`src/verilog/sms_params.svh`:
```
// Offsets, field positions, reset values and timing counts of the mode state machine
`ifndef SMS_PARAMS_SVH
`define SMS_PARAMS_SVH

// Register byte offsets
`define SMS_ADDR_MODE 8'h00
`define SMS_ADDR_HWCTRL 8'h04
`define SMS_ADDR_WAKE_A 8'h08
`define SMS_ADDR_WAKE_B 8'h0c
`define SMS_ADDR_WAKE_LVL 8'h10
`define SMS_ADDR_DEVSTAT 8'h14
`define SMS_ADDR_WDCTRL 8'h18
`define SMS_ADDR_SUPPLY 8'h1c

// Mode field codes
`define SMS_MODE_NORMAL 3'h0
`define SMS_MODE_SLEEP 3'h1
`define SMS_MODE_STOP 3'h2
`define SMS_MODE_SOFT_RESET 3'h3

// Hardware control bits
`define SMS_HW_COUNT_SEL 0
`define SMS_HW_OV_RST_EN 1
`define SMS_HW_FAIL_TEST 2
`define SMS_HW_WAKE_MEAS 3

// Device status bits
`define SMS_ST_POR 0
`define SMS_ST_SERIAL_FAIL 1
`define SMS_ST_OV 2
`define SMS_ST_UV 3
`define SMS_ST_WD_CNT 4

// Wake level status bits
`define SMS_LV_STRAP 0
`define SMS_LV_DEVMODE 1
`define SMS_LV_WAKE 2

// Supply control bits
`define SMS_SUP_SECOND 0
`define SMS_SUP_HS 1

// Reset values
`define SMS_WD_PERIOD_DEFAULT 3'h4

// Timing
`define SMS_CLK_PERIOD_NS 5
`define SMS_RESET_DELAY_NS 10000
`define SMS_RESET_DELAY_CYC ((`SMS_RESET_DELAY_NS + `SMS_CLK_PERIOD_NS - 1) / `SMS_CLK_PERIOD_NS)
`define SMS_CFG_FILTER_NS 1000
`define SMS_CFG_FILTER_CYC ((`SMS_CFG_FILTER_NS + `SMS_CLK_PERIOD_NS - 1) / `SMS_CLK_PERIOD_NS)
`define SMS_INT_PULSE_NS 2000
`define SMS_INT_PULSE_CYC ((`SMS_INT_PULSE_NS + `SMS_CLK_PERIOD_NS - 1) / `SMS_CLK_PERIOD_NS)

`endif

```
`src/verilog/sms_pkg.sv`:
```
// Types of the mode state machine
package sms_pkg;
  typedef enum logic [2:0] {
    SMS_POWERUP,
    SMS_INIT,
    SMS_NORMAL,
    SMS_STOP,
    SMS_SLEEP,
    SMS_RESTART,
    SMS_FAILSAFE
  } sms_state_e;
endpackage : sms_pkg
```
`src/verilog/sms_mode_fsm.sv`:
```
// Operating-mode state machine with strap capture, fail outputs and register port
//
// Notes on behaviour
// RL1 - Mode field write selects the operating mode
// RL2 - Mode field cleared while passing Restart
// RL3 - Power-on enters Init, long window starts
// RL4 - Weak pull-down, filter, strap latched at release
// RL5 - Power-on flag set re-arms strap capture
// RL6 - Unstable strap level latches as zero
// RL7 - Strap high: watchdog failure goes Restart
// RL8 - Strap low: failure goes Fail-Safe per count
// RL9 - Overvoltage, enable, strap high: fail, Restart
// RL10 - Overvoltage, enable, strap low: fail, Fail-Safe
// RL11 - Overvoltage without enable only sets flag
// RL12 - Count-select and strap readable by software
// RL13 - Latched strap holds until power loss
// RL14 - Test pin at power-up selects development mode
// RL15 - Any access in Init enters Normal
// RL16 - Missed long window means failure, Restart
// RL17 - Wake events dropped in Init
// RL18 - Power-up holds reset, suppresses flags
// RL19 - Wake in Normal/Stop pulses interrupt only
// RL20 - Normal entry from Restart: outputs off, failures kept
// RL21 - Fail test bit works in Normal only
// RL22 - Stop refuses most writes, sets serial fail
// RL23 - Stop freezes settings made in Normal
// RL24 - Stop entry with pending wake raises interrupt
// RL25 - Sleep from Stop: serial fail, Restart
// RL26 - Wake measure excludes first two wake pins
// RL27 - Restart holds reset for delay, then Normal
// RL28 - Restart exit restarts window, period default
// RL29 - Sleep, Restart, Fail-Safe states exposed
`timescale 1ns/100ps
`include "sms_params.svh"

module sms_mode_fsm
  import sms_pkg::*;
(
  // Clock and power-on reset
  input wire logic CORE_CLK,
  input wire logic NRST,
  // Register port
  input wire logic [7:0] ADDR,
  input wire logic [15:0] WDATA,
  input wire logic WR,
  input wire logic RD,
  output logic [15:0] RDATA,
  // Interrupt / strap pin
  input wire logic INT_IN,
  output logic INT_OUT,
  output logic INT_OE,
  output logic INT_WEAK,
  // Pins and analog flags from outside the clock domain
  input wire logic FAIL_TEST_PIN_IN,
  input wire logic MAIN_SUPPLY_OK,
  input wire logic MAIN_SUPPLY_OV,
  input wire logic WAKE_CAN,
  input wire logic WAKE_LIN,
  input wire logic [2:0] WAKE_PINS,
  // Watchdog and mode blocks on the same clock
  input wire logic WD_FAIL,
  input wire logic SLEEP_WAKE,
  input wire logic FAILSAFE_EXIT,
  output logic WD_LONG_WINDOW,
  output logic WD_REFRESH,
  output logic WD_DISABLE,
  output logic [2:0] WD_PERIOD,
  // Outputs to the system
  output logic RESET_OUT_N,
  output logic FAIL_ACTIVE,
  output logic [2:0] MODE_STATE,
  output logic SECOND_SUPPLY_EN,
  output logic [3:0] HIGH_SIDE_EN
);

  localparam int unsigned DELAY_CYC = `SMS_RESET_DELAY_CYC;
  localparam int unsigned FILT_CYC = `SMS_CFG_FILTER_CYC;
  localparam int unsigned PULSE_CYC = `SMS_INT_PULSE_CYC;

  sms_state_e state;
  sms_state_e next_state;
  logic [8:0] sync1;
  logic [8:0] sync2;
  logic ov_prev;
  logic [4:0] wake_prev;
  logic [11:0] delay_cnt;
  logic [7:0] filt_cnt;
  logic filt_stable;
  logic filt_level;
  logic [8:0] int_cnt;
  logic strap;
  logic devmode;
  logic [2:0] mode_field;
  logic count_sel;
  logic ov_rst_en;
  logic fail_test;
  logic wake_meas;
  logic [2:0] wake_a;
  logic [1:0] wake_b;
  logic por_flag;
  logic serial_fail;
  logic ov_flag;
  logic uv_flag;
  logic [1:0] wd_cnt;
  logic fail_latched;
  logic second_en;
  logic [3:0] hs_en;
  logic [2:0] wd_period;

  // Synchronised copies of outside signals; only sync2 is read by logic
  logic int_s;
  logic fotest_s;
  logic supply_ok_s;
  logic ov_s;
  logic [4:0] wake_s;
  assign int_s = sync2[0];
  assign fotest_s = sync2[1];
  assign supply_ok_s = sync2[2];
  assign ov_s = sync2[3];
  assign wake_s = sync2[8:4];

  // Sticky flag update: a set in the same cycle as its clear wins
  function automatic logic [2:0] sticky(input logic [2:0] cur, input logic [2:0] set, input logic [2:0] clr);
    sticky = (cur & ~clr) | set;
  endfunction : sticky

  // Decoded events
  logic live;
  logic cfg_ok;
  logic bus_any;
  logic wr_cfg;
  logic wr_stop;
  logic mode_wr;
  logic [2:0] mode_val;
  logic wd_evt;
  logic ov_evt;
  logic [4:0] wake_edge;
  logic [4:0] wake_src;
  logic in_delay;
  logic delay_done;
  logic ro_rise;
  logic fail_set;
  logic stop_refused;
  logic stop_entry_irq;
  logic wake_irq;
  sms_state_e wd_target;

  assign live = (state == SMS_INIT) || (state == SMS_NORMAL) || (state == SMS_STOP);
  assign cfg_ok = (state == SMS_INIT) || (state == SMS_NORMAL);
  assign bus_any = (WR || RD) && live;
  assign wr_cfg = WR && cfg_ok;
  assign wr_stop = WR && (state == SMS_STOP);
  assign mode_wr = WR && live && (ADDR == `SMS_ADDR_MODE);
  assign mode_val = WDATA[2:0];
  assign wd_evt = WD_FAIL && live && !devmode; // see RL16
  assign ov_evt = ov_s && !ov_prev;
  assign wake_edge = wake_s & ~wake_prev;
  assign wake_src = wake_edge & {1'b1, ~{2{wake_meas}}, 2'b11}; // see RL26
  assign in_delay = (state == SMS_POWERUP) || (state == SMS_RESTART);
  assign delay_done = (delay_cnt == 12'(DELAY_CYC - 1)) && supply_ok_s; // see RL18
  assign ro_rise = in_delay && (next_state != state);
  // Strap high always restarts; strap low fails safe unless first failure with count-select 0
  assign wd_target = (strap || (!count_sel && wd_cnt == 2'h0)) ? SMS_RESTART : SMS_FAILSAFE; // see RL7 see RL8
  assign fail_set = (wd_evt && (count_sel || wd_cnt != 2'h0)) || (ov_evt && ov_rst_en && live); // see RL9 see RL10
  assign stop_refused = wr_stop && !(ADDR == `SMS_ADDR_MODE || ADDR == `SMS_ADDR_WDCTRL
    || ADDR == `SMS_ADDR_WAKE_A || ADDR == `SMS_ADDR_WAKE_B || ADDR == `SMS_ADDR_DEVSTAT); // see RL22
  assign stop_entry_irq = (state != SMS_STOP) && (next_state == SMS_STOP) && ((wake_a != 3'h0) || (wake_b != 2'h0));
  assign wake_irq = ((state == SMS_NORMAL) || (state == SMS_STOP)) && (wake_src != 5'h0); // see RL19

  // Two-flop synchronisers for pins and analog flags
  always_ff @(posedge CORE_CLK or negedge NRST) begin
    if (!NRST) begin
      sync1 <= 9'h000;
      sync2 <= 9'h000;
    end else begin
      sync1 <= {WAKE_PINS, WAKE_LIN, WAKE_CAN, MAIN_SUPPLY_OV, MAIN_SUPPLY_OK, FAIL_TEST_PIN_IN, INT_IN};
      sync2 <= sync1;
    end
  end

  // Edge history of synchronised flags
  always_ff @(posedge CORE_CLK or negedge NRST) begin
    if (!NRST) begin
      ov_prev <= 1'b0;
      wake_prev <= 5'h00;
    end else begin
      ov_prev <= ov_s;
      wake_prev <= wake_s;
    end
  end

  // Next mode; supply loss outranks overvoltage, which outranks watchdog and software
  always_comb begin
    next_state = state;
    case (state)
      SMS_POWERUP: begin
        if (delay_done) begin
          next_state = SMS_INIT; // see RL3
        end
      end
      SMS_INIT, SMS_NORMAL, SMS_STOP: begin
        if (!supply_ok_s) begin
          next_state = SMS_RESTART;
        end else if (ov_evt && ov_rst_en) begin
          next_state = strap ? SMS_RESTART : SMS_FAILSAFE; // see RL9 see RL10 see RL11
        end else if (wd_evt) begin
          next_state = wd_target; // see RL16
        end else if (state == SMS_INIT) begin
          if (bus_any) begin
            next_state = SMS_NORMAL; // see RL15
          end
        end else if (mode_wr && mode_val == `SMS_MODE_SOFT_RESET) begin
          next_state = SMS_INIT;
        end else if (mode_wr && state == SMS_NORMAL) begin
          if (mode_val == `SMS_MODE_SLEEP) begin
            next_state = SMS_SLEEP; // see RL1
          end else if (mode_val == `SMS_MODE_STOP) begin
            next_state = SMS_STOP;
          end
        end else if (mode_wr) begin
          if (mode_val == `SMS_MODE_NORMAL) begin
            next_state = SMS_NORMAL;
          end else if (mode_val == `SMS_MODE_SLEEP) begin
            next_state = SMS_RESTART; // see RL25
          end
        end
      end
      SMS_SLEEP: begin
        if (SLEEP_WAKE) begin
          next_state = SMS_RESTART; // see RL29
        end
      end
      SMS_RESTART: begin
        if (delay_done) begin
          next_state = SMS_NORMAL; // see RL27
        end
      end
      SMS_FAILSAFE: begin
        if (FAILSAFE_EXIT) begin
          next_state = SMS_RESTART;
        end
      end
      default: next_state = SMS_POWERUP;
    endcase
  end

  // Mode register and exposed state code
  always_ff @(posedge CORE_CLK or negedge NRST) begin
    if (!NRST) begin
      state <= SMS_POWERUP;
      MODE_STATE <= 3'h0;
    end else begin
      state <= next_state;
      MODE_STATE <= 3'(next_state); // see RL29
    end
  end

  // Reset delay counter restarts on every mode change
  always_ff @(posedge CORE_CLK or negedge NRST) begin
    if (!NRST) begin
      delay_cnt <= 12'h000;
    end else if (!in_delay || next_state != state || !supply_ok_s) begin
      delay_cnt <= 12'h000;
    end else if (!delay_done) begin
      delay_cnt <= delay_cnt + 12'h001;
    end
  end

  // Reset output low during power-up and Restart
  always_ff @(posedge CORE_CLK or negedge NRST) begin
    if (!NRST) begin
      RESET_OUT_N <= 1'b0;
    end else begin
      RESET_OUT_N <= !((next_state == SMS_POWERUP) || (next_state == SMS_RESTART)); // see RL18 see RL27
    end
  end

  // Strap level filter, counting only in the delay phases; any change restarts the stability count
  always_ff @(posedge CORE_CLK or negedge NRST) begin
    if (!NRST) begin
      filt_cnt <= 8'h00;
      filt_stable <= 1'b0;
      filt_level <= 1'b0;
    end else if (!in_delay || int_s != filt_level) begin
      filt_cnt <= 8'h00;
      filt_stable <= 1'b0;
      filt_level <= int_s;
    end else if (filt_cnt == 8'(FILT_CYC - 1)) begin
      filt_stable <= 1'b1; // see RL4
    end else begin
      filt_cnt <= filt_cnt + 8'h01;
    end
  end

  // Strap capture at the reset release, development mode at the power-up release only; only while power-on flag stands
  always_ff @(posedge CORE_CLK or negedge NRST) begin
    if (!NRST) begin
      strap <= 1'b0;
      devmode <= 1'b0;
    end else if (ro_rise && por_flag) begin
      strap <= filt_stable ? filt_level : 1'b0; // see RL5 see RL6 see RL13
      if (state == SMS_POWERUP) begin
        devmode <= !fotest_s; // see RL14
      end
    end
  end

  // Interrupt pulse timer; a new event restarts the pulse
  always_ff @(posedge CORE_CLK or negedge NRST) begin
    if (!NRST) begin
      int_cnt <= 9'h000;
    end else if (wake_irq || stop_entry_irq) begin
      int_cnt <= 9'(PULSE_CYC); // see RL24
    end else if (int_cnt != 9'h000) begin
      int_cnt <= int_cnt - 9'h001;
    end
  end

  // Interrupt pin drive; weak pull-down only during the delay phase with power-on flag set
  always_ff @(posedge CORE_CLK or negedge NRST) begin
    if (!NRST) begin
      INT_OUT <= 1'b0;
      INT_OE <= 1'b0;
      INT_WEAK <= 1'b0;
    end else begin
      INT_OUT <= 1'b0;
      INT_OE <= (in_delay && por_flag && supply_ok_s) || (int_cnt != 9'h000); // see RL4 see RL5
      INT_WEAK <= (int_cnt == 9'h000);
    end
  end

  // Mode field follows accepted writes, reads as Normal after Restart
  always_ff @(posedge CORE_CLK or negedge NRST) begin
    if (!NRST) begin
      mode_field <= `SMS_MODE_NORMAL;
    end else if (state == SMS_RESTART) begin
      mode_field <= `SMS_MODE_NORMAL; // see RL2
    end else if (mode_wr && mode_val != `SMS_MODE_SOFT_RESET && state != SMS_INIT) begin
      mode_field <= mode_val; // see RL1
    end
  end

  // Hardware control; written only in Init and Normal, fail test bit cleared in delay phases and Fail-Safe
  always_ff @(posedge CORE_CLK or negedge NRST) begin
    if (!NRST) begin
      count_sel <= 1'b0;
      ov_rst_en <= 1'b0;
      fail_test <= 1'b0;
      wake_meas <= 1'b0;
    end else if (wr_cfg && ADDR == `SMS_ADDR_HWCTRL) begin
      count_sel <= WDATA[`SMS_HW_COUNT_SEL];
      ov_rst_en <= WDATA[`SMS_HW_OV_RST_EN];
      fail_test <= WDATA[`SMS_HW_FAIL_TEST] && (state == SMS_NORMAL); // see RL21 see RL23
      wake_meas <= WDATA[`SMS_HW_WAKE_MEAS];
    end else if (in_delay || state == SMS_FAILSAFE) begin
      fail_test <= 1'b0;
    end
  end

  // Second supply and high-side enables, off after Restart
  always_ff @(posedge CORE_CLK or negedge NRST) begin
    if (!NRST) begin
      second_en <= 1'b0;
      hs_en <= 4'h0;
    end else if (state == SMS_RESTART) begin
      second_en <= 1'b0; // see RL20
      hs_en <= 4'h0;
    end else if (wr_cfg && ADDR == `SMS_ADDR_SUPPLY) begin
      second_en <= WDATA[`SMS_SUP_SECOND];
      hs_en <= WDATA[`SMS_SUP_HS +: 4];
    end
  end

  // Watchdog period; a write in Stop only refreshes
  always_ff @(posedge CORE_CLK or negedge NRST) begin
    if (!NRST) begin
      wd_period <= `SMS_WD_PERIOD_DEFAULT;
    end else if (state == SMS_RESTART) begin
      wd_period <= `SMS_WD_PERIOD_DEFAULT; // see RL28
    end else if (wr_cfg && ADDR == `SMS_ADDR_WDCTRL) begin
      wd_period <= WDATA[2:0];
    end
  end

  // Wake flags, cleared by writing ones; dropped in Init
  always_ff @(posedge CORE_CLK or negedge NRST) begin
    if (!NRST) begin
      wake_a <= 3'h0;
      wake_b <= 2'h0;
    end else begin
      wake_a <= sticky(wake_a, wake_irq ? wake_src[4:2] : 3'h0, // see RL17
        (WR && live && ADDR == `SMS_ADDR_WAKE_A) ? WDATA[2:0] : 3'h0);
      wake_b <= 2'(sticky({1'b0, wake_b}, wake_irq ? {1'b0, wake_src[1:0]} : 3'h0,
        (WR && live && ADDR == `SMS_ADDR_WAKE_B) ? {1'b0, WDATA[1:0]} : 3'h0));
    end
  end

  // Device status flags
  logic dev_clr;
  assign dev_clr = WR && live && (ADDR == `SMS_ADDR_DEVSTAT);
  always_ff @(posedge CORE_CLK or negedge NRST) begin
    if (!NRST) begin
      por_flag <= 1'b1;
      serial_fail <= 1'b0;
      ov_flag <= 1'b0;
      uv_flag <= 1'b0;
      wd_cnt <= 2'h0;
    end else begin
      por_flag <= por_flag && !(dev_clr && WDATA[`SMS_ST_POR]);
      serial_fail <= stop_refused || (mode_wr && state == SMS_STOP && mode_val == `SMS_MODE_SLEEP) // see RL22 see RL25
        || (serial_fail && !(dev_clr && WDATA[`SMS_ST_SERIAL_FAIL]));
      ov_flag <= (ov_evt && live) || (ov_flag && !(dev_clr && WDATA[`SMS_ST_OV])); // see RL11
      uv_flag <= (!supply_ok_s && state != SMS_POWERUP) || (uv_flag && !(dev_clr && WDATA[`SMS_ST_UV])); // see RL18
      if (wd_evt && wd_cnt != 2'h3) begin
        wd_cnt <= wd_cnt + 2'h1;
      end else if (dev_clr && WDATA[`SMS_ST_WD_CNT +: 2] != 2'h0) begin
        wd_cnt <= 2'h0;
      end
    end
  end

  // Failure-driven fail outputs; only power loss clears them
  always_ff @(posedge CORE_CLK or negedge NRST) begin
    if (!NRST) begin
      fail_latched <= 1'b0;
    end else if (fail_set) begin
      fail_latched <= 1'b1; // see RL7 see RL8
    end
  end

  // Output stage
  always_ff @(posedge CORE_CLK or negedge NRST) begin
    if (!NRST) begin
      FAIL_ACTIVE <= 1'b0;
      SECOND_SUPPLY_EN <= 1'b0;
      HIGH_SIDE_EN <= 4'h0;
      WD_PERIOD <= `SMS_WD_PERIOD_DEFAULT;
      WD_DISABLE <= 1'b0;
      WD_LONG_WINDOW <= 1'b0;
      WD_REFRESH <= 1'b0;
    end else begin
      FAIL_ACTIVE <= fail_latched || fail_test; // see RL20 see RL21
      SECOND_SUPPLY_EN <= second_en;
      HIGH_SIDE_EN <= hs_en;
      WD_PERIOD <= wd_period;
      WD_DISABLE <= devmode;
      WD_LONG_WINDOW <= ro_rise || (live && next_state == SMS_INIT && state != SMS_INIT); // see RL3 see RL28
      WD_REFRESH <= WR && live && (ADDR == `SMS_ADDR_WDCTRL); // see RL15
    end
  end

  // Read data one cycle after the strobe, zero otherwise
  always_ff @(posedge CORE_CLK or negedge NRST) begin
    if (!NRST) begin
      RDATA <= 16'h0000;
    end else if (!RD) begin
      RDATA <= 16'h0000;
    end else begin
      case (ADDR)
        `SMS_ADDR_MODE: RDATA <= {13'h0000, mode_field};
        `SMS_ADDR_HWCTRL: RDATA <= {12'h000, wake_meas, fail_test, ov_rst_en, count_sel}; // see RL12
        `SMS_ADDR_WAKE_A: RDATA <= {13'h0000, wake_a};
        `SMS_ADDR_WAKE_B: RDATA <= {14'h0000, wake_b};
        `SMS_ADDR_WAKE_LVL: RDATA <= {9'h000, wake_s, devmode, strap}; // see RL12
        `SMS_ADDR_DEVSTAT: RDATA <= {10'h000, wd_cnt, uv_flag, ov_flag, serial_fail, por_flag};
        `SMS_ADDR_WDCTRL: RDATA <= {13'h0000, wd_period};
        `SMS_ADDR_SUPPLY: RDATA <= {11'h000, hs_en, second_en};
        default: RDATA <= 16'h0000;
      endcase
    end
  end

endmodule : sms_mode_fsm

```
`config.mk`:
```
export PLATFORM = sky130hd
export DESIGN_NAME = sms_mode_fsm
export DESIGN_NICKNAME = d
export VERILOG_FILES = /design/src/verilog/sms_pkg.sv /design/src/verilog/sms_mode_fsm.sv
export VERILOG_INCLUDE_DIRS = /design/src /design/src/verilog
export SDC_FILE = /design/constraint.sdc
export NUM_CORES = 1
export LEC_CHECK = 0
export BUFFER_PORTS_ARGS = -buffer_cell sky130_fd_sc_hd__buf_2
export CAP_MARGIN = 20
export CORE_MARGIN = 4
export CORE_UTILIZATION = 57
export CTS_CLUSTER_SIZE = 25
export DETAILED_ROUTE_END_ITERATION = 10
export PLACE_DENSITY = 0.88
export SYNTH_ARGS = -nofsm -noshare
export SYNTH_HDL_FRONTEND = slang
export SYNTH_SLANG_ARGS = --single-unit
export TNS_END_PERCENT = 100
```
`constraint.sdc`:
```
create_clock -name CORE_CLK -period 3.2 [get_ports CORE_CLK]
set_clock_uncertainty 0.2 [all_clocks]
set_input_delay 0.32 -clock CORE_CLK [delete_from_list [all_inputs] [get_ports CORE_CLK]]
set_output_delay 0.32 -clock CORE_CLK [all_outputs]
set_load 0.03 [all_outputs]
```
==> metrics.md <==
| Metric | Value |
|---|---|
| Crit end category | register |
| H-tree levels | 3 |
| Final antenna-violating net count | 0 |
| ANT cells | 0 |
| Fin. Hold Viols | 0 |
| Final Instance Area | 5670 sq um |
| I/O Buffers | 54 |
| Crit-path max FO | 9 |
| Unrepaired setup endpoints after global routing | false |
| Worst r2r src | state[2] |
| Max Root-Sink Buffers | 2 |
| CP max stage delay | 0.43 ns |
| Total number of vias | 3920 |
| Setup TNS | 0 ns |
| Worst Hold Depth | 3 |
| Class of the most critical setup path | reg -> reg |
| Multi-input logic area | 2070 sq um |
| Vias in the first global route | 3712 |
| Outcome | complete, no violations |
| Worst-path cell chain | o21ba_2 > nand3_1 > or4_4 > a221oi_2 > o221ai_2 > a31o_4 > or3b_1 |
| Global-route wire length before repair | 18200 microns |
| Vias per cell | 5.98 |
| Final net count | 590 |
| Leak | 2.56 nW |
| DP HPWL | 8120 microns |
| Slew @ Worst Pin | 0.894 ns |
| #FFs+latches synth | 109 |
| Critical Path Slowest Stage Cell | or4_4 |
| Share of layout cells above drive strength 1 | 18.2% |
| PwrDens | 629 nW/um^2 |
| Flop-to-flop setup slack | 0.36 ns |
| Final hold slack | 0.0147 ns |
| Synthesized instance count | 474 |
| DRC violations left | 0 |
| Max VDD drop | 0.000376 V |
| Routed wire length | 11200 microns |
| Clock latency on the worst-skew pair | 0.39 ns |
| Post-synth EDFFs | 0 |
| Largest net degree at the start of global routing | 85 |
| Setup bufs post-CTS | 0 |
| Avg Inst Size Synth | 10.5 sq um |
| Synth warn | 0 |
| Total Routing Usage GR | 22.8% |
| Synth unique cells | 62 |
| Placed cell area | 5350 sq um |
| CTS tree | done |
| Crit path required time | 3.27 ns |
| Sequential fraction of the synthesis area | 55.1% |
| Worst Setup SP | state[2] |
| Worst path arrival time | 2.91 ns |
| R2R depth | 7 |
| Worst setup SP type | register |
| DR iter-0 viols | 322 |
| Slew Limit Fails | 0 |
| DRT Pass-1 Iters | 5 |
| Cts hold-fix bufs | 10 |
| Inserted Clock Buffers | 9 |
| Synth Cell Area | 4960 sq um |
| Die ar. | 10300 sq um |
| Synth async-reset ratio | 100% |
| Core Region | 8340 sq um |
| Final setup vio count | 0 |
| Initial antenna violation count | 1 |
| Type of the tightest min-delay check | in -> reg |
| Clock slew at reported path FFs | 0.11 ns |
| Rel. slew slack | 39.8% |
| FF/Latch Area | 2730 sq um |
| Floorplan die width | 101 microns |
| Most used DFF post-synth | dfrtp_1 |
| CP top delay family | compound AO/OA/AOI/OAI gates |
| Initial Utilization | 59.5% |
| R2R Path End | int_cnt[4] |
| Highest Clock Rate | 0.352 GHz |
| Clock sinks | 109 |
| Area grow syn2layout | 14.3% |
| Final period util | 88.8% |
| # Max-Cap Violations | 0 |
| End point of the critical path | int_cnt[4] |
| Clock root cell | clkbuf_8 |
| DIE HEIGHT | 101 microns |
| Post-CTS sizing | 0 |
| Gp weighted congestion | 0.960 |
| Overflow after GRT | 0 |
| Drt wl/cell | 17.1 microns |
| Min Tclk post-route | 2.84 ns |
| Row count | 33 |
| CP Depth | 7 |
| Fillers | 653 |
| # IOs | 75 |
| WP buf/inv | 0 |
## cells in the final DEF (no fill, tap or decap), types with 7 or more instances in the layout
master           n
inv_1           13
a21oi_1         16
nand2b_1         9
nor3_1          22
conb_1          10
nor2_1          51
nand3_1         18
clkbuf_8        10
nand2_1         46
buf_2           53
nor2b_1          7
o21ai_0         16
dlygate4sd3_1   10
xnor2_1         12
buf_4           14
mux2i_1         19
dfrtp_1        106
xor2_1          13
## per-stage QoR
stage	instances	worst slack (ns)	utilization [%]	power, mW
after global placement	628	0.246	64.2	2.71
after floorplan	483	0.352	-	2.40
after detailed placement	628	0.193	64.2	2.76
after global routing	655	0.197	68.0	3.74
after CTS	654	0.382	67.7	3.56
final	655	0.357	68.0	3.56
## registers in the layout (all words and copies together) (netlist names), 2 cells and up
| name | cells |
|---|---|
| delay_cnt | 12 |
| RDATA | 7 |
| hs_en | 4 |
| wd_cnt | 2 |
| wake_prev | 5 |
| mode_field | 3 |
| wake_b | 2 |
| WD_PERIOD | 3 |
| HIGH_SIDE_EN | 4 |
| sync1 | 9 |
| state | 3 |
| wake_a | 3 |
| wd_period | 3 |
| filt_cnt | 8 |
| int_cnt | 9 |
| sync2 | 9 |
## cell usage after synthesis, types with 4 or more instances
master    instances  share of area [%]
dfrtp_1         106                 53
nor2_1           51                3.9
nand2_1          46                3.5
nor3_1           22                2.2
mux2i_1          19                3.8
nand3_1          18                1.8
a21oi_1          16                1.6
o21ai_0          16                1.6
inv_1            13               0.98
xor2_1           13                2.3
xnor2_1          12                2.1
clkbuf_1         11               0.83
buf_4            10                1.5
nand2b_1          9                1.1
nor2b_1           7               0.88
a31oi_1           6               0.76
nor4_1            6               0.76
or4_1             6               0.91
a22oi_1           5               0.76
and3_1            5               0.63
ha_1              5                1.3
a32o_1            4               0.81
nand4_1           4               0.50
## cell families after synthesis
group,count (synthesis),synth area share [%]
buf+inv,40,3.86
fa+ha+maj,5,1.26
xor+xnor,25,4.41
flops,109,55.1
other cells,1,0.0756
mux,22,4.51
compound gates,77,10.9
simple gates,195,19.9
## worst reg2reg max path: stages (launching register included)
cell	delay (ns)
dfrtp_1	0.40
o21ba_2	0.34
nand3_1	0.14
or4_4	0.43
a221oi_2	0.27
o221ai_2	0.23
a31o_4	0.32
or3b_1	0.39
## layer usage
metal	wire length, microns	GRT usage (%)	part of all wire [%]
met1	4740	31.3	42
met2	5270	36.0	47
met3	903	4.13	8.1
met4	253	9.41	2.3
met5	7	0	0.063
## report_power, final
part	internal [mW]	switching, mW	leakage (nW)
combinational	0.414	0.701	1.10
clock	0.316	0.488	0.0939
sequential	1.53	0.116	1.38
total	2.26	1.30	2.56
## worst min-delay path by stage
stage	start	endpoint	slack [ns]
detailed placement	sync1[0]	sync2[0]	0.13
finish	WDATA[4]	hs_en[3]	0.01
global route	WDATA[4]	hs_en[3]	0.01
CTS	WDATA[4]	hs_en[3]	0.006
global placement	sync1[1]	sync2[1]	0.13
floorplan	NRST	FAIL_ACTIVE	-0.18
## cell type report
class | count | share of cell area [%]
Clock buffer | 10 | 2.43
Sequential cell | 109 | 48.2
Timing Repair Buffer | 78 | 8.78
Clock inverter | 6 | 0.905
Multi-Input combinational cell | 334 | 36.5
Inverter | 13 | 0.861
Tap cell | 105 | 2.32
Note: power is estimated with default switching activity, not from simulation.
